`src/logic/ufb_defs.vh`:
```
`ifndef UFB_DEFS_VH
`define UFB_DEFS_VH

// register byte addresses
`define UFB_ADDR_BAUD_LOW 12'h000
`define UFB_ADDR_BAUD_HIGH 12'h004
`define UFB_ADDR_CTRL_B 12'h008
`define UFB_ADDR_CTRL_C 12'h00c
`define UFB_ADDR_CTRL_A 12'h010
`define UFB_ADDR_STATUS 12'h014
`define UFB_ADDR_TXDATA 12'h018
`define UFB_ADDR_RXDATA 12'h01c

// reset values
`define UFB_BAUD_LOW_RST 8'h00
`define UFB_BAUD_HIGH_RST 4'h0
`define UFB_CTRL_B_RST 8'h00
`define UFB_CTRL_C_RST 8'h06
`define UFB_CTRL_A_RST 8'h00

// control b fields
`define UFB_B_RX_EN 4
`define UFB_B_TX_EN 3
`define UFB_B_SIZE_HI 2
`define UFB_B_TX_BIT8 0
// control c fields
`define UFB_C_SYNC_MODE 6
`define UFB_C_STOP_SEL 3
`define UFB_C_SIZE_LO_H 2
`define UFB_C_SIZE_LO_L 1
`define UFB_C_EDGE_SEL 0
// control a fields
`define UFB_A_DOUBLE 1

// character size codes
`define UFB_SIZE_5 3'h0
`define UFB_SIZE_6 3'h1
`define UFB_SIZE_7 3'h2
`define UFB_SIZE_8 3'h3
`define UFB_SIZE_9 3'h7

// oversampling
`define UFB_OVS_NORMAL 5'h10
`define UFB_OVS_DOUBLE 5'h08

`endif

```
`src/logic/ufb_buf2.v`:
```
`timescale 1ns/1ps
module ufb_buf2 (
    input wire pclk,
    input wire presetn,
    input wire in_valid,
    output wire in_ready,
    input wire [8:0] in_data,
    output wire out_valid,
    input wire out_ready,
    output wire [8:0] out_data
);
    reg [8:0] mem_q [0:1];
    reg rd_q;
    reg wr_q;
    reg [1:0] cnt_q;
    wire push;
    wire pop;
    assign in_ready = (cnt_q != 2'h2);
    assign out_valid = (cnt_q != 2'h0);
    assign out_data = mem_q[rd_q];
    assign push = in_valid && in_ready;
    assign pop = out_valid && out_ready;
    always @(posedge pclk or negedge presetn) begin
        if (!presetn) begin
            mem_q[0] <= 9'h000;
            mem_q[1] <= 9'h000;
            rd_q <= 1'b0;
            wr_q <= 1'b0;
            cnt_q <= 2'h0;
        end else begin
            if (push) begin
                mem_q[wr_q] <= in_data;
                wr_q <= ~wr_q;
            end
            if (pop) begin
                rd_q <= ~rd_q;
            end
            if (push && !pop) begin
                cnt_q <= cnt_q + 2'h1;
            end else if (pop && !push) begin
                cnt_q <= cnt_q - 2'h1;
            end
        end
    end
endmodule // ufb_buf2

```
`src/logic/ufb_uart.v`:
```
// How it works
// - the transmitter sends one stop bit when stop_count_select is 0 and two when it is 1.
// - char size is a 3-bit code, 000..011 give 5..8 bits, 111 gives 9, 100..110 reserved.
// - synchronous polarity 0 changes tx on rising clock and samples rx on falling; 1 swaps.
// - the divisor is 12 bits, upper four in the high register, lower eight in the low one.
// - a write to the low divisor byte reloads the prescaler at once.
// - divisor zero gives the top rate, clock/16 normally and clock/8 in double speed.
// - in asynchronous operation double speed cuts oversampling from 16 to 8.
// - the stop-bit count affects only the transmitter, the receiver ignores it.
`timescale 1ns/1ps
`include "ufb_defs.vh"
module ufb_uart (
    input wire pclk,
    input wire presetn,
    input wire psel,
    input wire penable,
    input wire pwrite,
    input wire [11:0] paddr,
    input wire [31:0] pwdata,
    output reg [31:0] prdata,
    output wire pready,
    output wire pslverr,
    output reg txd,
    input wire rxd,
    output reg sync_serial_clock_o,
    input wire sync_serial_clock_i,
    output wire sync_serial_clock_oe
);
    localparam ST_IDLE = 2'h0;
    localparam ST_START = 2'h1;
    localparam ST_DATA = 2'h2;
    localparam ST_STOP = 2'h3;

    reg [7:0] baud_divisor_low_q;
    reg [3:0] baud_divisor_high_q;
    reg [7:0] serial_control_b_q;
    reg [7:0] serial_control_c_q;
    reg [7:0] ctrl_a_q;
    reg [11:0] presc_q;
    reg [4:0] ovs_q;
    reg bit_tick;
    reg [1:0] tx_st_q;
    reg [8:0] tx_sh_q;
    reg [3:0] tx_cnt_q;
    reg [1:0] rx_st_q;
    reg [8:0] rx_sh_q;
    reg [3:0] rx_cnt_q;
    reg [4:0] rx_ph_q;
    reg rx_s1_q;
    reg rx_s2_q;
    reg xck_s1_q;
    reg xck_s2_q;
    reg xck_d_q;
    reg frame_err_q;
    wire wr;
    wire rd;
    wire [11:0] baud_divisor;
    wire sync_mode;
    wire dbl;
    wire [3:0] nbits;
    wire [4:0] ovs_top;
    wire presc_tick;
    wire xck_rise;
    wire xck_fall;
    wire tx_shift_edge;
    wire rx_sample_edge;
    wire txb_valid;
    wire txb_ready;
    wire [8:0] txb_data;
    wire txq_valid;
    reg txq_ready;
    wire [8:0] txq_data;
    reg rxb_valid;
    wire rxb_ready;
    wire rxq_valid;
    wire rxq_ready;
    wire [8:0] rxq_data;

    function [3:0] size_bits;
        input [2:0] code;
        begin
            case (code)
                `UFB_SIZE_5: size_bits = 4'h5;
                `UFB_SIZE_6: size_bits = 4'h6;
                `UFB_SIZE_7: size_bits = 4'h7;
                `UFB_SIZE_8: size_bits = 4'h8;
                `UFB_SIZE_9: size_bits = 4'h9;
                default: size_bits = 4'h8;
            endcase
        end
    endfunction

    assign wr = psel && penable && pwrite;
    assign rd = psel && !pwrite;
    assign pready = 1'b1;
    assign pslverr = 1'b0;
    assign baud_divisor = {baud_divisor_high_q, baud_divisor_low_q};
    assign sync_mode = serial_control_c_q[`UFB_C_SYNC_MODE];
    assign dbl = ctrl_a_q[`UFB_A_DOUBLE] && !sync_mode;
    assign nbits = size_bits({serial_control_b_q[`UFB_B_SIZE_HI],
        serial_control_c_q[`UFB_C_SIZE_LO_H:`UFB_C_SIZE_LO_L]});
    assign ovs_top = dbl ? `UFB_OVS_DOUBLE : `UFB_OVS_NORMAL;
    assign presc_tick = (presc_q == 12'h000);
    assign txb_valid = wr && (paddr == `UFB_ADDR_TXDATA);
    assign rxq_ready = psel && penable && rd && (paddr == `UFB_ADDR_RXDATA);
    assign sync_serial_clock_oe = 1'b0;

    // register writes
    always @(posedge pclk or negedge presetn) begin
        if (!presetn) begin
            baud_divisor_low_q <= `UFB_BAUD_LOW_RST;
            baud_divisor_high_q <= `UFB_BAUD_HIGH_RST;
            serial_control_b_q <= `UFB_CTRL_B_RST;
            serial_control_c_q <= `UFB_CTRL_C_RST;
            ctrl_a_q <= `UFB_CTRL_A_RST;
        end else if (wr) begin
            case (paddr)
                `UFB_ADDR_BAUD_LOW: baud_divisor_low_q <= pwdata[7:0];
                `UFB_ADDR_BAUD_HIGH: baud_divisor_high_q <= pwdata[3:0];
                `UFB_ADDR_CTRL_B: serial_control_b_q <= pwdata[7:0];
                `UFB_ADDR_CTRL_C: serial_control_c_q <= {1'b0, pwdata[6:0]};
                `UFB_ADDR_CTRL_A: ctrl_a_q <= {6'h00, pwdata[1], 1'b0};
                default: ctrl_a_q <= ctrl_a_q;
            endcase
        end
    end

    // read mux
    always @* begin
        prdata = 32'h0000_0000;
        case (paddr)
            `UFB_ADDR_BAUD_LOW: prdata = {24'h000000, baud_divisor_low_q};
            `UFB_ADDR_BAUD_HIGH: prdata = {28'h0000000, baud_divisor_high_q};
            `UFB_ADDR_CTRL_B: prdata = {24'h000000, serial_control_b_q};
            `UFB_ADDR_CTRL_C: prdata = {24'h000000, serial_control_c_q};
            `UFB_ADDR_CTRL_A: prdata = {24'h000000, ctrl_a_q};
            `UFB_ADDR_STATUS: prdata = {26'h0, tx_st_q != ST_IDLE,
                rx_st_q != ST_IDLE, frame_err_q, rxq_valid, txb_ready, txq_valid};
            `UFB_ADDR_RXDATA: prdata = {23'h0, rxq_data};
            default: prdata = 32'h0000_0000;
        endcase
    end

    // prescaler and oversampling
    always @(posedge pclk or negedge presetn) begin
        if (!presetn) begin
            presc_q <= 12'h000;
            ovs_q <= 5'h00;
            bit_tick <= 1'b0;
        end else begin
            bit_tick <= 1'b0;
            if (wr && paddr == `UFB_ADDR_BAUD_LOW) begin
                presc_q <= {baud_divisor_high_q, pwdata[7:0]};
                ovs_q <= 5'h00;
            end else if (presc_tick) begin
                presc_q <= baud_divisor;
                if (ovs_q == ovs_top - 5'h01) begin
                    ovs_q <= 5'h00;
                    bit_tick <= 1'b1;
                end else begin
                    ovs_q <= ovs_q + 5'h01;
                end
            end else begin
                presc_q <= presc_q - 12'h001;
            end
        end
    end

    // synchronous clock edges, pins synchronised through two flops first
    always @(posedge pclk or negedge presetn) begin
        if (!presetn) begin
            xck_s1_q <= 1'b0;
            xck_s2_q <= 1'b0;
            xck_d_q <= 1'b0;
            rx_s1_q <= 1'b1;
            rx_s2_q <= 1'b1;
            sync_serial_clock_o <= 1'b0;
        end else begin
            xck_s1_q <= sync_serial_clock_i;
            xck_s2_q <= xck_s1_q;
            xck_d_q <= xck_s2_q;
            rx_s1_q <= rxd;
            rx_s2_q <= rx_s1_q;
            sync_serial_clock_o <= 1'b0;
        end
    end
    assign xck_rise = xck_s2_q && !xck_d_q;
    assign xck_fall = !xck_s2_q && xck_d_q;
    assign tx_shift_edge = sync_mode ?
        (serial_control_c_q[`UFB_C_EDGE_SEL] ? xck_fall : xck_rise) : bit_tick;
    assign rx_sample_edge = serial_control_c_q[`UFB_C_EDGE_SEL] ? xck_rise : xck_fall;

    ufb_buf2 u_txbuf (
        .pclk(pclk),
        .presetn(presetn),
        .in_valid(txb_valid),
        .in_ready(txb_ready),
        .in_data(txb_data),
        .out_valid(txq_valid),
        .out_ready(txq_ready),
        .out_data(txq_data)
    );
    assign txb_data = {serial_control_b_q[`UFB_B_TX_BIT8], pwdata[7:0]};

    // transmitter
    always @(posedge pclk or negedge presetn) begin
        if (!presetn) begin
            tx_st_q <= ST_IDLE;
            tx_sh_q <= 9'h000;
            tx_cnt_q <= 4'h0;
            txd <= 1'b1;
        end else if (tx_shift_edge) begin
            case (tx_st_q)
                ST_IDLE: begin
                    txd <= 1'b1;
                    if (txq_valid && serial_control_b_q[`UFB_B_TX_EN]) begin
                        tx_sh_q <= txq_data;
                        txd <= 1'b0;
                        tx_cnt_q <= 4'h0;
                        tx_st_q <= ST_DATA;
                    end
                end
                ST_DATA: begin
                    txd <= tx_sh_q[0];
                    tx_sh_q <= {1'b0, tx_sh_q[8:1]};
                    if (tx_cnt_q == nbits - 4'h1) begin
                        tx_cnt_q <= 4'h0;
                        tx_st_q <= ST_STOP;
                    end else begin
                        tx_cnt_q <= tx_cnt_q + 4'h1;
                    end
                end
                ST_STOP: begin
                    txd <= 1'b1;
                    if (tx_cnt_q == {3'h0, serial_control_c_q[`UFB_C_STOP_SEL]}) begin
                        tx_st_q <= ST_IDLE;
                    end else begin
                        tx_cnt_q <= tx_cnt_q + 4'h1;
                    end
                end
                default: tx_st_q <= ST_IDLE;
            endcase
        end
    end
    always @* begin
        txq_ready = tx_shift_edge && (tx_st_q == ST_IDLE) && serial_control_b_q[`UFB_B_TX_EN];
    end

    // receiver, one stop bit checked regardless of stop select
    always @(posedge pclk or negedge presetn) begin
        if (!presetn) begin
            rx_st_q <= ST_IDLE;
            rx_sh_q <= 9'h000;
            rx_cnt_q <= 4'h0;
            rx_ph_q <= 5'h00;
            frame_err_q <= 1'b0;
            rxb_valid <= 1'b0;
        end else begin
            rxb_valid <= 1'b0;
            if (!serial_control_b_q[`UFB_B_RX_EN]) begin
                rx_st_q <= ST_IDLE;
            end else if (sync_mode ? rx_sample_edge :
                (presc_tick && !(wr && paddr == `UFB_ADDR_BAUD_LOW))) begin
                rx_ph_q <= rx_ph_q + 5'h01;
                case (rx_st_q)
                    ST_IDLE: begin
                        if (!rx_s2_q) begin
                            rx_st_q <= sync_mode ? ST_DATA : ST_START;
                            rx_ph_q <= 5'h00;
                            rx_cnt_q <= 4'h0;
                            rx_sh_q <= 9'h000;
                        end
                    end
                    ST_START: begin
                        if (rx_ph_q == (ovs_top >> 1) - 5'h01) begin
                            rx_ph_q <= 5'h00;
                            rx_st_q <= rx_s2_q ? ST_IDLE : ST_DATA;
                        end
                    end
                    ST_DATA: begin
                        if (sync_mode || rx_ph_q == ovs_top - 5'h01) begin
                            rx_ph_q <= 5'h00;
                            rx_sh_q[rx_cnt_q] <= rx_s2_q;
                            if (rx_cnt_q == nbits - 4'h1) begin
                                rx_st_q <= ST_STOP;
                            end else begin
                                rx_cnt_q <= rx_cnt_q + 4'h1;
                            end
                        end
                    end
                    ST_STOP: begin
                        if (sync_mode || rx_ph_q == ovs_top - 5'h01) begin
                            frame_err_q <= !rx_s2_q;
                            rxb_valid <= rxb_ready;
                            rx_st_q <= ST_IDLE;
                        end
                    end
                    default: rx_st_q <= ST_IDLE;
                endcase
            end
        end
    end

    ufb_buf2 u_rxbuf (
        .pclk(pclk),
        .presetn(presetn),
        .in_valid(rxb_valid),
        .in_ready(rxb_ready),
        .in_data(rx_sh_q),
        .out_valid(rxq_valid),
        .out_ready(rxq_ready),
        .out_data(rxq_data)
    );
endmodule // ufb_uart
```
`config.mk`:
```
export PLATFORM = sky130hd
export DESIGN_NAME = ufb_uart
export DESIGN_NICKNAME = d
export VERILOG_FILES = /design/src/logic/ufb_buf2.v /design/src/logic/ufb_uart.v
export VERILOG_INCLUDE_DIRS = /design/src /design/src/logic
export SDC_FILE = /design/constraint.sdc
export NUM_CORES = 1
export LEC_CHECK = 0
export BUFFER_PORTS_ARGS = -buffer_cell sky130_fd_sc_hd__clkbuf_2
export CORE_MARGIN = 2
export CORE_UTILIZATION = 54
export CTS_BUF_LIST = sky130_fd_sc_hd__clkbuf_16
export CTS_CLUSTER_SIZE = 10
export DETAILED_ROUTE_END_ITERATION = 8
export PLACE_DENSITY = 0.72
export RECOVER_POWER = 100
export SETUP_SLACK_MARGIN = 0.15
export SLEW_MARGIN = 30
export SYNTH_ARGS = -nofsm -noshare
export SYNTH_HDL_FRONTEND = slang
export SYNTH_HIERARCHICAL = 1
export SYNTH_SLANG_ARGS = --single-unit
```
`constraint.sdc`:
```
create_clock -name pclk -period 8.1 [get_ports pclk]
set_clock_uncertainty 0.15 [all_clocks]
set_input_delay 1.62 -clock pclk [delete_from_list [all_inputs] [get_ports pclk]]
set_output_delay 1.62 -clock pclk [all_outputs]
set_load 0.1 [all_outputs]
```
# --- Yosys cells after proc, flatten, opt, wreduce, memory -nomap -nowiden ---
# Cells that the tools add are included.
totals:
  reg_bits: 133
  input_bits: 51
  output_inout_bits: 37
  word_cells: 233
op_classes:
  add_sub_neg: 12
  order_cmp: 8
  eq_ne: 36
  n_mux: 71
  bitwise: 8
  reduce_logical: 65
op_table:
  columns: ["cell", "count"]
  rows:
  - ["2-to-1 mux 9 bit", 11]
  - ["one-hot mux 9 bit (7 select lines)", 1]
  - ["equality test 12 x 5 -> 1 bit, second input constant", 4]
  - ["bitwise mux 18 bit", 2]
  - ["one-hot mux 9 bit (2 select lines)", 2]
  - ["2-to-1 mux 5 bit", 7]
  - ["2-to-1 mux 2 bit", 16]
  - ["logical AND 1 bit", 25]
  - ["equality test 12 x 4 -> 1 bit, second input constant", 2]
  - ["logical NOT 12 bit", 2]
  - ["2-to-1 mux 12 bit", 2]
  - ["2-to-1 mux 4 bit", 6]
  - ["demux 9 bit (select 1 bit)", 2]
  - ["inequality test 2 bit, second input constant", 9]
  - ["nonzero test 2 bit", 9]
  - ["one-hot mux 4 bit (4 select lines)", 1]
  - ["equality test 5 bit", 3]
  - ["inequality test 3 bit, second input constant", 5]
  - ["one-hot mux 5 bit (3 select lines)", 1]
  - ["AND reduction 2 bit", 7]
  - ["2-to-1 mux 1 bit", 13]
  - ["equality test 12 x 3 -> 1 bit, second input constant", 1]
  - ["one-hot mux 4 bit (3 select lines)", 1]
  - ["AND reduction 4 bit", 3]
  - ["36 further kinds", 65]

# --- Logic depth before layout (Yosys ltp) ---
# Gate-level depths: netlist (run 1).
logic_depth:
  word_depth: 10
  mapped_depth: 10

# --- Modules after synthesis ---
# Netlist (run 1), hierarchy kept.
modules_own_cells:
  columns: ["module", "instances", "cells_each", "area_per_inst_um2", "seq_area_each_um2"]
  rows:
  - ["ufb_uart", 1, 532, 5049.8, 2233.4]
  - ["ufb_buf2", 2, 65, 1059.8, 550.5]

# --- Least setup slack after synthesis (run 1) ---
# OpenSTA, ideal clock, no wires.
synth_timing:
  path_type: "input-to-output"
  from: "input paddr[7]"
  to: "output prdata[4]"
  t_arrival_ps: 4398
  required_time_ps: 6330
  slack_ps: 1932
  path_stages: 4
  path_buffers: 0
  path_cell_list: "or4_4 nor4_4 nand3b_1 o221ai_1"
synth_between:
  elab_chain_len: 2
synth_rtl:
  columns: ["item", "line", "text"]
  rows:
  - ["start, declared", "ufb_uart.v:18", "input wire [11:0] paddr,"]
  - ["equality test 12 x 5 -> 1 bit, or another cell as far along", "ufb_uart.v:131", "case (paddr)"]
  - ["one-hot mux 9 bit (7 select lines) (*)", "ufb_uart.v:131", null]
  - ["end, declared", "ufb_uart.v:20", "output reg [31:0] prdata,"]
# Every way passes the cells marked *; elsewhere a longest branch is shown, timed or not.

# --- Worst setup path after layout (run 1) ---
layout_timing:
  from: "input paddr[7]"
  to: "output prdata[6]"
# Same word-level chain as after synthesis.

==> results.py, run 1 <==
metrics = {
    "route": {
        "drt-vias-per-instance": 5.701,
        "antenna_left": 0,
        "routed-via-count": 5040,
        "first_iteration_detailed_routing_drc_count": 446,
        "wirelength_um": 15470,
        "wl_per_cell_um": 17.50,
        "detail_route.first_pass.iterations": 5,
        "drcViolationCount": 0,
    },
    "die": {
        "floorplan.initialDensity_pct": 54.79,
        "std_cell_rows": 42,
        "core_area_um2": 13090,
        "die_x_um": 119.2,
        "die-area_um2": 14210,
        "ios": 88,
        "chipHeight_um": 119.2,
    },
    "setup_path": {
        "timing.critical_path.slowest_cell_delay_ns": 1.04,
        "required_time_of_the_worst_setup_path_ns": 6.33,
        "setup.worst_path.class": "primary input to output pin",
        "crit_path_cell_trace": "clkbuf_2, or4_1, nor4_1, nand2_1, nor2_1, a221o_1, clkbuf_1",
        "cp_slowest_cell": "sky130_fd_sc_hd__nor4_1",
        "ff_to_ff_path_depth": 6,
        "arrival_ns": 5.17,
        "critPathMaxFanout": 9,
        "worst_r2r_startpoint": "presc_q[3]$_DFF_PN0_",
        "critical_path_buf_inv_count": 2,
        "start_kind": "primary input",
        "regToRegEndpoint": "rx_sh_q[3]$_DFFE_PN0P_",
        "kind_of_end_point_of_the_critical_path": "output pin",
        "worst-r2r-setup-slack_ns": 4.28,
        "crit_family": "simple AND/OR/NAND/NOR gates",
        "setup.worst_path.start": "paddr[7]",
    },
    "synth": {
        "ys_dominant_reg_cell": "sky130_fd_sc_hd__dfrtp_1",
        "synth.lib_cells_used.distinct": 76,
        "synth_cells": 662,
        "synthesis.yosys.warnings": 6,
        "synth_async_sr_flop_share_pct": 100.0,
        "synthesis.area_um2": 7169,
        "post_synthesis_average_cell_area_um2": 10.83,
        "synth_seq_area_share_pct": 46.51,
        "post_synth_edffs": 0,
        "yosys_register_bits": 133,
    },
    "sta": {
        "setup_repair_after_global_routing_missed_its_margin": "false",
        "post-route-min-period_ns": 6.942,
        "hold_viol_final": 0,
        "report.final.slew_viol_count": 136,
        "final_count_of_negative_setup_slack_endpoints": 0,
        "max_clock_freq_mhz": 144.1,
        "setup_total_negative_slack_ns": 0,
        "fin_hold_ws_ns": 0.2009,
        "timing.final.crit_share_pct": 85.70,
        "relSlewSlack_pct": -79.47,
        "worst-slew-pin-transition_ns": 2.692,
    },
    "cts": {
        "postCtsResizedCells": 0,
        "cts_buffers": 17,
        "cts.root.buffer_cell": "sky130_fd_sc_hd__clkbuf_16",
        "tritoncts": "yes",
        "hold_buffers": 0,
        "clock-sinks": 133,
        "number_of_h_tree_levels": 4,
        "post_cts.repair.setup_buffers": 0,
        "worstSkewPairLatency_ns": 0.42,
        "cts.clk_slew.worst_paths_ns": 0.05,
        "clockBufferDepth": 2,
    },
    "global_routing": {
        "grt_antenna_before_repair": 0,
        "grt_use_total_pct": 23.50,
        "overflow": 0,
        "largest_net_degree_at_the_start_of_global_routing": 83,
        "grt_pass1_vias": 5165,
        "grt_first_pass_wirelength_um": 25940,
    },
    "final_layout": {
        "fillers": 1122,
        "nets": 756,
        "count_of_antenna_diodes_in_the_layout": 0,
        "drive_gt1_share_pct": 17.66,
        "flow.area_growth_from_synthesis_pct": 7.696,
        "final_common_cell": "sky130_fd_sc_hd__dfrtp_1",
        "final_cell_mix": "sky130_fd_sc_hd__dfrtp_1, sky130_fd_sc_hd__nand2_1, sky130_fd_sc_hd__o21ai_0",
    },
    "hold_path": {
        "hold_path_end": "xck_s2_q$_DFF_PN0_",
        "hold_path_startpoint": "xck_s1_q$_DFF_PN0_",
        "hold_class": "flop to flop",
        "holdPathStages": 0,
    },
    "status": {
        "failing_checks": "max-capacitance violations, max-slew violations",
        "status": "complete, but fails checks",
    },
    "run": {
        "timing.max_cap.violations": 2,
    },
    "power": {
        "p_leak_nw": 3.592,
        "power_density_nw_per_um2": 200.6,
        "ir_worst_vdd_mv": 0.1726,
    },
    "placed_design": {
        "port_buffers": 36,
        "finalWeightedCongestion": 0.8485,
        "detailed_place_hpwl_um": 10860,
    },
}
==> sequential cells by signal, summed over array words and instances, names as in the netlist, 2 cells and up <==
name                 cells
u_rxbuf/cnt_q            2
presc_q                 12
u_txbuf/cnt_q            2
tx_cnt_q                 4
ovs_q                    5
serial_control_b_q       8
baud_divisor_high_q      4
u_txbuf/mem_q           18
baud_divisor_low_q       8
rx_sh_q                  9
tx_sh_q                  9
tx_st_q                  2
rx_st_q                  2
rx_ph_q                  5
u_rxbuf/mem_q           18
serial_control_c_q       7
rx_cnt_q                 4
==> per-stage QoR <==
step	instances	power [mW]	worst slack, ns	cell area (um2)	util [%]
2_1_floorplan	687	0.7990	1.932	7263	-
3_3_place_gp	852	0.8197	2.214	7356	56.22
3_5_place_dp	852	0.8231	2.186	7360	56.24
4_1_cts	884	1.565	2.175	7926	60.58
5_1_grt	884	1.606	1.025	7721	59.01
6_report	884	1.549	1.158	7721	59.01
==> report_power, final <==
| group | total [mW] | leakage [nW] | internal (mW) | switching [mW] |
|---|---|---|---|---|
| registers | 0.696 | 1.76 | 0.679 | 0.0171 |
| logic | 0.114 | 1.56 | 0.0226 | 0.0918 |
| clock network | 0.738 | 0.270 | 0.447 | 0.291 |
| total | 1.55 | 3.59 | 1.15 | 0.400 |
==> cells in the mapped netlist, types with 4 or more instances <==
| cell | count | area share, % |
|---|---|---|
| sky130_fd_sc_hd__ha_1 | 10 | 1.7 |
| sky130_fd_sc_hd__xor2_1 | 15 | 1.8 |
| sky130_fd_sc_hd__nand2b_1 | 6 | 0.52 |
| sky130_fd_sc_hd__dfstp_2 | 5 | 1.8 |
| sky130_fd_sc_hd__or3_1 | 4 | 0.35 |
| sky130_fd_sc_hd__nor2_1 | 43 | 2.3 |
| sky130_fd_sc_hd__a31oi_1 | 4 | 0.35 |
| sky130_fd_sc_hd__dfrtp_1 | 128 | 45 |
| sky130_fd_sc_hd__nand4_1 | 4 | 0.35 |
| sky130_fd_sc_hd__nor3b_1 | 5 | 0.52 |
| sky130_fd_sc_hd__and2_1 | 4 | 0.35 |
| sky130_fd_sc_hd__buf_2 | 4 | 0.28 |
| sky130_fd_sc_hd__a21oi_1 | 29 | 2.0 |
| sky130_fd_sc_hd__clkbuf_1 | 12 | 0.63 |
| sky130_fd_sc_hd__buf_6 | 6 | 0.94 |
| sky130_fd_sc_hd__nor2b_1 | 4 | 0.35 |
| sky130_fd_sc_hd__o21ai_1 | 8 | 0.56 |
| sky130_fd_sc_hd__nand2_1 | 70 | 3.7 |
| sky130_fd_sc_hd__o21ai_0 | 46 | 3.2 |
| sky130_fd_sc_hd__o22ai_1 | 6 | 0.52 |
| sky130_fd_sc_hd__nor3_1 | 7 | 0.49 |
| sky130_fd_sc_hd__a221o_1 | 5 | 0.70 |
| sky130_fd_sc_hd__and3_1 | 4 | 0.35 |
| sky130_fd_sc_hd__o31ai_1 | 4 | 0.42 |
| sky130_fd_sc_hd__mux2i_1 | 19 | 2.7 |
| sky130_fd_sc_hd__nor4_1 | 4 | 0.35 |
| sky130_fd_sc_hd__buf_4 | 27 | 2.8 |
| sky130_fd_sc_hd__nand3b_1 | 4 | 0.42 |
| sky130_fd_sc_hd__nand3_1 | 12 | 0.84 |
| sky130_fd_sc_hd__mux2_2 | 42 | 6.6 |
| sky130_fd_sc_hd__xnor2_1 | 8 | 0.98 |
| sky130_fd_sc_hd__mux2_4 | 36 | 7.5 |
| sky130_fd_sc_hd__inv_1 | 15 | 0.79 |
==> cell type report <==
class                   count  area [um2]  area share [%]
clock buffers              17       425.4           5.510
clock inverters            15       141.4           1.831
inverters                  15       56.30          0.7292
multi-input cells         489        3353           43.43
flip-flops and latches    133        3334           43.19
well taps                 176       220.2           2.852
repair buffers             39       190.2           2.463
==> per-layer routing <==
metal | GRT usage (%) | part of all wire [%] | vias up
met5 | 0 | 0 | -
met3 | 6.657 | 5.2 | 29
met1 | 29.61 | 43 | 2491
met2 | 38.36 | 49 | 146
met4 | 9.301 | 2.3 | 0
li1 | - | - | 2374
==> worst max path at each step <==
stage | end | slack, ns | cells after the start
after global routing | prdata[6] | 1.02 | 7
final | prdata[6] | 1.16 | 7
after detailed placement | prdata[1] | 2.19 | 8
after floorplan | prdata[4] | 1.93 | 4
after global placement | prdata[1] | 2.21 | 8
after CTS | prdata[1] | 2.17 | 8
==> logic make-up after synthesis <==
family | Yosys count | share of synthesized area (%)
XOR/XNOR | 23 | 2.810
adder cells (fa/ha/maj) | 10 | 1.745
buffers and inverters | 65 | 5.515
AO/OA/AOI/OAI | 127 | 11.22
other | 2 | 0.1048
flip-flops | 133 | 46.51
multiplexers | 97 | 16.79
AND/OR/NAND/NOR | 205 | 15.31
(Power assumes the default switching activity.)
==> run 2: changes to the inputs <==
--- a/config.mk
+++ b/config.mk
@@ -9,9 +9,9 @@
 export BUFFER_PORTS_ARGS = -buffer_cell sky130_fd_sc_hd__clkbuf_2
 export CORE_MARGIN = 2
 export CORE_UTILIZATION = 54
-export CTS_BUF_LIST = sky130_fd_sc_hd__clkbuf_16
 export CTS_CLUSTER_SIZE = 10
 export DETAILED_ROUTE_END_ITERATION = 8
+export GPL_TIMING_DRIVEN = 0
 export PLACE_DENSITY = 0.72
 export RECOVER_POWER = 100
 export SETUP_SLACK_MARGIN = 0.15
==> constraint.sdc (replaced) <==
create_clock -name pclk -period 8.1 [get_ports pclk]
set_clock_uncertainty 0.15 [all_clocks]
set_input_delay 1.62 -clock pclk [delete_from_list [all_inputs] [get_ports pclk]]
set_output_delay 1.62 -clock pclk [all_outputs]
set_load 0.005 [all_outputs]
==> run 2 against run 1 <==
Effect of this change:
- the run still ends with max-capacitance violations, max-slew violations left
- die area unchanged
- cell count up 5.2%
- sequential share of layout area down 1.9 points
- critical path depth up 1
- setup slack better by 0.54 ns
- fmax up 8.4%
- routed wire length up 3.7%
- sequential power about the same
==> results.py, run 2 (same netlist as run 1, synthesis figures left out) <==
metrics = {
    "setup_path": {
        "setup.worst_path.class": "primary input to output pin",
        "cp_slowest_cell": "sky130_fd_sc_hd__nor4_1",
        "required_time_of_the_worst_setup_path_ns": 6.33,
        "worst_r2r_startpoint": "presc_q[3]$_DFF_PN0_",
        "critPathMaxFanout": 9,
        "crit_path_cell_trace": "clkbuf_2, or4_1, nor4_1, nand2_1, nor2_1, a222oi_1, inv_1, clkbuf_2",
        "arrival_ns": 4.64,
        "start_kind": "primary input",
        "kind_of_end_point_of_the_critical_path": "output pin",
        "setup.worst_path.start": "paddr[7]",
        "timing.critical_path.slowest_cell_delay_ns": 1.11,
        "worst_path_most_repeated_cell": "sky130_fd_sc_hd__clkbuf_2",
    },
    "sta": {
        "timing.final.crit_share_pct": 79.09,
        "final_count_of_negative_setup_slack_endpoints": 0,
        "worst-slew-pin-transition_ns": 3.874,
        "post-route-min-period_ns": 6.406,
        "setup_total_negative_slack_ns": 0,
        "report.final.slew_viol_count": 70,
        "fin_hold_ws_ns": 0.2028,
        "setup_repair_after_global_routing_missed_its_margin": "false",
        "max_clock_freq_mhz": 156.1,
        "relSlewSlack_pct": -158.3,
        "final.setup.worst_slack_ns": 1.694,
        "hold_viol_final": 0,
    },
    "final_layout": {
        "fillers": 1050,
        "nets": 802,
        "reg_top3": "u_rxbuf/mem_q: 18 flops, u_txbuf/mem_q: 18 flops, presc_q: 12 flops",
        "multi_input_area_um2": 3374,
        "layout.core_utilization_pct": 61.73,
        "count_of_antenna_diodes_in_the_layout": 0,
        "final_cell_mix": "sky130_fd_sc_hd__dfrtp_1, sky130_fd_sc_hd__nand2_1, sky130_fd_sc_hd__o21ai_0",
        "seqCellArea_um2": 3334,
        "drive_gt1_share_pct": 21.35,
        "flow.area_growth_from_synthesis_pct": 12.67,
        "final_standard_cell_count_with_taps_included_and_fillers_excluded": 930,
        "stdcell_area_um2": 8078,
        "final_common_cell": "sky130_fd_sc_hd__dfrtp_1",
    },
    "route": {
        "detail_route.first_pass.iterations": 6,
        "first_iteration_detailed_routing_drc_count": 336,
        "antenna_left": 0,
        "drcViolationCount": 0,
        "wl_per_cell_um": 17.25,
        "routed-via-count": 5259,
        "drt-vias-per-instance": 5.655,
        "wirelength_um": 16050,
    },
    "global_routing": {
        "grt_first_pass_wirelength_um": 26460,
        "gr-max-usage-layer": "met2",
        "overflow": 0,
        "gr-usage-met1_pct": 30.81,
        "grt_antenna_before_repair": 0,
        "globalRouteMet2Util_pct": 39.51,
        "largest_net_degree_at_the_start_of_global_routing": 71,
        "met3_use_gr_pct": 5.795,
        "grt_pass1_vias": 5183,
        "grt_use_total_pct": 24.26,
    },
    "cts": {
        "cts.clk_slew.worst_paths_ns": 0.06,
        "number_of_h_tree_levels": 4,
        "postCtsResizedCells": 0,
        "worstSkewPairLatency_ns": 0.44,
        "cts_buffers": 17,
        "clock-sinks": 133,
        "hold_buffers": 0,
        "clockBufferDepth": 2,
        "tritoncts": "yes",
        "post_cts.repair.setup_buffers": 0,
        "cts.root.buffer_cell": "sky130_fd_sc_hd__clkbuf_16",
    },
    "placed_design": {
        "port_buffers": 34,
        "number_of_cells_after_detailed_placement": 898,
        "finalWeightedCongestion": 0.8606,
        "detailed_place_hpwl_um": 11290,
        "dp_slack_ns": 2.552,
        "placed_area_um2": 7690,
    },
    "run": {
        "timing.max_cap.violations": 1,
    },
    "die": {
        "floorplan.initialDensity_pct": 54.79,
        "std_cell_rows": 42,
        "chipHeight_um": 119.2,
        "die-area_um2": 14210,
        "core_area_um2": 13090,
        "ios": 88,
        "die_x_um": 119.2,
    },
    "power": {
        "p_leak_nw": 3.787,
        "ir_worst_vdd_mv": 0.1708,
        "fin_total_pwr_mw": 1.547,
        "power_density_nw_per_um2": 191.5,
    },
    "hold_path": {
        "hold_path_startpoint": "rx_s1_q$_DFF_PN1_",
        "hold_class": "flop to flop",
    },
    "status": {
        "failing_checks": "max-capacitance violations, max-slew violations",
        "status": "complete, but fails checks",
    },
}
[run 2: path summary, 6_finish.rpt]
check / to / cells after the start / slack (ns)
min in group asynchronous: u_rxbuf/cnt_q[1]$_DFFE_PN0P_ / 1 / 2.36
max reg2reg: frame_err_q$_DFFE_PN0P_ / 6 / 4.50
max in group asynchronous: u_txbuf/mem_q[4]$_DFFE_PN0P_ / 1 / 3.24
min reg2reg: rx_s2_q$_DFF_PN1_ / 0 / 0.20
min: rx_s2_q$_DFF_PN1_ / 0 / 0.20
max: prdata[1] / 8 / 1.69
[run 2: cell type report]
cell class / instances / area share (%)
clock inverter: 13 / 1.843
inverter: 15 / 0.6970
clock buffer: 19 / 5.483
buffer: 50 / 3.826
timing repair buffer: 35 / 2.370
tap: 176 / 2.726
multi-input combinational: 489 / 41.78
sequential: 133 / 41.28
[run 2: critical path: cells and delay by family]
| family | cells | cell delay [ns] |
|---|---|---|
| simple gates | 4 | 2.46 |
| compound gates | 1 | 0.26 |
| buf+inv | 3 | 0.30 |
[run 2: metal layers]
layer	wire length, um	vias up	share of wire, %
met1	6859	2632	43
met4	291	0	1.8
met5	0	-	0
met2	8044	128	50
li1	-	2473	-
met3	851	26	5.3
[run 2: report_power, final]
part	leakage (nW)	switching, mW	total [mW]	internal (mW)
clock	0.281	0.310	0.774	0.464
combinational	1.75	0.0425	0.0749	0.0325
sequential	1.76	0.0183	0.697	0.679
total	3.79	0.371	1.55	1.18
==> run 3: changes to the inputs <==
--- a/config.mk
+++ b/config.mk
@@ -6,13 +6,14 @@
 export SDC_FILE = /design/constraint.sdc
 export NUM_CORES = 1
 export LEC_CHECK = 0
+export ABC_AREA = 1
 export BUFFER_PORTS_ARGS = -buffer_cell sky130_fd_sc_hd__clkbuf_2
 export CORE_MARGIN = 2
-export CORE_UTILIZATION = 54
+export CORE_UTILIZATION = 53
 export CTS_CLUSTER_SIZE = 10
 export DETAILED_ROUTE_END_ITERATION = 8
 export GPL_TIMING_DRIVEN = 0
-export PLACE_DENSITY = 0.72
+export PLACE_DENSITY = 0.73
 export RECOVER_POWER = 100
 export SETUP_SLACK_MARGIN = 0.15
 export SLEW_MARGIN = 30
==> constraint.sdc (replaced) <==
create_clock -name pclk -period 5.5 [get_ports pclk]
set_clock_uncertainty 0.15 [all_clocks]
set_input_delay 1.1 -clock pclk [delete_from_list [all_inputs] [get_ports pclk]]
set_output_delay 1.1 -clock pclk [all_outputs]
set_load 0.005 [all_outputs]
==> run 3 against run 2 <==
Effect of this change:
- the flow still finishes with violations (max-capacitance violations, max-slew violations)
- setup slack lost 0.39 ns
- clock-buffer cell count up 1
- sequential power grew 45%
- flip-flop and latch count unchanged
- sequential share of layout area shrank 2.3 points
- design area grew 5.8%
- register-to-register slack worse by 1.6 ns
- routed wire length is 13% higher
- via count up 26%
- first-iteration DRC count increased by 75%
- global-route usage increased by 1.3 points
- largest cell class unchanged
- largest power group unchanged
==> results.py, run 3 <==
metrics = {
    "status": {
        "status": "complete, but fails checks",
        "failing_checks": "max-capacitance violations, max-slew violations",
    },
    "synth": {
        "synth_async_sr_flop_share_pct": 100.0,
        "post-synth-top-count-cell": "sky130_fd_sc_hd__nand2_1",
        "synthDominantCellAreaShare_pct": 42.22,
        "post_synthesis_average_cell_area_um2": 7.632,
        "synthesis.area_um2": 7586,
        "ys_dominant_reg_cell": "sky130_fd_sc_hd__dfrtp_1",
        "synthesis.yosys.warnings": 6,
        "synth_cells": 994,
        "ys_top_cells_by_count": "sky130_fd_sc_hd__nand2_1, sky130_fd_sc_hd__dfrtp_1, sky130_fd_sc_hd__inv_1, sky130_fd_sc_hd__nor2_1, sky130_fd_sc_hd__nand4_1",
        "post_synth_main_area_contributors": "sky130_fd_sc_hd__dfrtp_1, sky130_fd_sc_hd__nand2_1, sky130_fd_sc_hd__inv_1",
        "post_synth_edffs": 0,
        "yosys_register_bits": 133,
        "synth_top_area_cell": "sky130_fd_sc_hd__dfrtp_1",
        "synth.lib_cells_used.distinct": 44,
        "synth_seq_area_share_pct": 43.96,
    },
    "sta": {
        "fin_hold_ws_ns": 0.1959,
        "timing.final.crit_share_pct": 76.32,
        "final_count_of_negative_setup_slack_endpoints": 0,
        "post-route-min-period_ns": 4.198,
        "setup_total_negative_slack_ns": 0,
        "relSlewSlack_pct": -98.41,
        "setup_repair_after_global_routing_missed_its_margin": "false",
        "hold_viol_final": 0,
        "worst-slew-pin-transition_ns": 2.976,
        "max_clock_freq_mhz": 238.2,
        "report.final.slew_viol_count": 54,
        "final.setup.worst_slack_ns": 1.302,
    },
    "cts": {
        "number_of_h_tree_levels": 4,
        "cts.clk_slew.worst_paths_ns": 0.06,
        "cts_buffers": 17,
        "clock-sinks": 133,
        "postCtsResizedCells": 0,
        "clockBufferDepth": 2,
        "post_cts.repair.setup_buffers": 0,
        "hold_buffers": 0,
        "tritoncts": "yes",
        "worstSkewPairLatency_ns": 0.42,
        "cts.root.buffer_cell": "sky130_fd_sc_hd__clkbuf_16",
    },
    "final_layout": {
        "flow.area_growth_from_synthesis_pct": 12.70,
        "drive_gt1_share_pct": 12.50,
        "final_standard_cell_count_with_taps_included_and_fillers_excluded": 1268,
        "nets": 1136,
        "layout.core_utilization_pct": 61.35,
        "stdcell_area_um2": 8549,
        "final_common_cell": "sky130_fd_sc_hd__nand2_1",
        "reg_top3": "u_rxbuf/mem_q: 18 flops, u_txbuf/mem_q: 18 flops, presc_q: 12 flops",
        "count_of_antenna_diodes_in_the_layout": 0,
        "final_cell_mix": "sky130_fd_sc_hd__nand2_1, sky130_fd_sc_hd__dfrtp_1, sky130_fd_sc_hd__inv_1",
    },
    "setup_path": {
        "worst_r2r_startpoint": "presc_q[0]$_DFF_PN0_",
        "kind_of_end_point_of_the_critical_path": "output pin",
        "critPathMaxFanout": 9,
        "setup.worst_path.class": "primary input to output pin",
        "crit_path_cell_trace": "clkbuf_2, nor2_1, nand3_1, nor2_1, nand2_1, nor2_1, nand2_1, o211ai_1, nor2_1, nor2_1, clkbuf_2",
        "timing.critical_path.slowest_cell_delay_ns": 0.51,
        "ff_to_ff_path_depth": 12,
        "start_kind": "primary input",
        "crit_family": "simple AND/OR/NAND/NOR gates",
        "setup.worst_path.start": "paddr[7]",
        "critical_path_buf_inv_count": 2,
        "number_of_cells_on_the_critical_path": 11,
        "arrival_ns": 2.95,
        "required_time_of_the_worst_setup_path_ns": 4.25,
        "cp_slowest_cell": "sky130_fd_sc_hd__nor2_1",
        "worst_path_most_repeated_cell": "sky130_fd_sc_hd__nor2_1",
    },
    "placed_design": {
        "port_buffers": 36,
        "number_of_cells_after_detailed_placement": 1236,
        "finalWeightedCongestion": 0.8925,
        "placed_area_um2": 8122,
        "dp_slack_ns": 1.522,
        "detailed_place_hpwl_um": 13070,
    },
    "route": {
        "wl_per_cell_um": 14.30,
        "routed-via-count": 6615,
        "detail_route.first_pass.iterations": 5,
        "antenna_left": 0,
        "first_iteration_detailed_routing_drc_count": 587,
        "drt-vias-per-instance": 5.217,
        "wirelength_um": 18140,
        "drcViolationCount": 0,
    },
    "die": {
        "die-area_um2": 15290,
        "die_x_um": 123.6,
        "core_area_um2": 13930,
        "std_cell_rows": 43,
        "chipHeight_um": 123.6,
        "floorplan.initialDensity_pct": 54.44,
        "ios": 88,
    },
    "power": {
        "fin_total_pwr_mw": 2.218,
        "ir_worst_vdd_mv": 0.2210,
        "power_density_nw_per_um2": 259.4,
        "power_frac_clock_pct": 48.6,
        "internal-power_mw": 1.694,
        "seq_power_share_pct": 45.7,
        "p_comb_share_pct": 5.7,
        "power_switching_uw": 523.8,
        "p_leak_nw": 4.487,
        "power.share.switching_pct": 23.62,
    },
    "global_routing": {
        "grt_pass1_vias": 6252,
        "grt_first_pass_wirelength_um": 30230,
        "gr-usage-met1_pct": 34.53,
        "met3_use_gr_pct": 5.357,
        "largest_net_degree_at_the_start_of_global_routing": 81,
        "globalRouteMet2Util_pct": 40.97,
        "grt_use_total_pct": 25.60,
        "overflow": 0,
        "gr-max-usage-layer": "met2",
        "grt_antenna_before_repair": 0,
    },
    "hold_path": {
        "hold_class": "flop to flop",
        "hold_path_startpoint": "xck_s1_q$_DFF_PN0_",
        "holdPathStages": 0,
    },
    "run": {
        "timing.max_cap.violations": 1,
    },
}
[run 3: changes by cell type in the layout (fill, tap and decap cells not counted), sizes merged, moves of 8 or more]
cell	delta
a21oi	-10
inv	+92
mux2	-77
mux2i	-19
nand2	+287
nand2b	-8
nand3	+45
nand4	+48
nor2	+31
o211ai	+29
[run 3: final timing paths]
check | slack, ns | to
setup / recovery | 1.30 | prdata[0]
hold / removal | 0.20 | xck_s2_q$_DFF_PN0_
setup reg to reg | 2.89 | rx_cnt_q[2]$_DFFE_PN0P_
hold reg to reg | 0.20 | xck_s2_q$_DFF_PN0_
max in group asynchronous | 2.00 | rx_ph_q[1]$_DFFE_PN0P_
min in group asynchronous | 1.50 | ovs_q[1]$_DFFE_PN0P_
[run 3: power by group through the flow]
stage,Sequential [mW],Clock [mW],Combinational [mW]
after floorplan,1.03,0,0.0782
after global placement,1.03,0,0.123
after detailed placement,1.03,0,0.127
after CTS,1.01,1.09,0.130
after global routing,1.02,1.14,0.148
final,1.01,1.08,0.127
[run 3: layout make-up]
cell class	count	area, um2
Fill cell	1314	5385
Multi-Input combinational cell	720	3437
Sequential cell	133	3334
Clock buffer	20	456.7
Inverter	112	420.4
Buffer	54	367.9
Tap cell	180	225.2
Timing Repair Buffer	37	201.4
Clock inverter	12	106.4
[run 3: cells by family (layout without fill, tap and decap cells)]
group	after synthesis	count (layout)	synth area share, %
AOI/OAI and AO/OA	115	115	9.237
xor gates and xnor gates	17	17	1.963
adders and majority gates	10	10	1.649
buffers and inverters	166	235	10.75
DFF	133	133	43.96
muxes	1	1	0.1484
other	2	27	0.09900
and+or+nand+nor	550	550	32.20
[run 3: routing by layer]
metal / up-vias / wire, um
li1: 3331 / -
met5: - / 0
met3: 32 / 904
met1: 3088 / 8245
met4: 0 / 402
met2: 164 / 8585
[run 3: worst register-to-register path, delay by kind of cell, from the launching register on]
family,cells,cell delay (ns)
buf+inv,2,0.50
simple gates,9,1.27
fa+ha+maj,1,0.20
flops,1,0.38
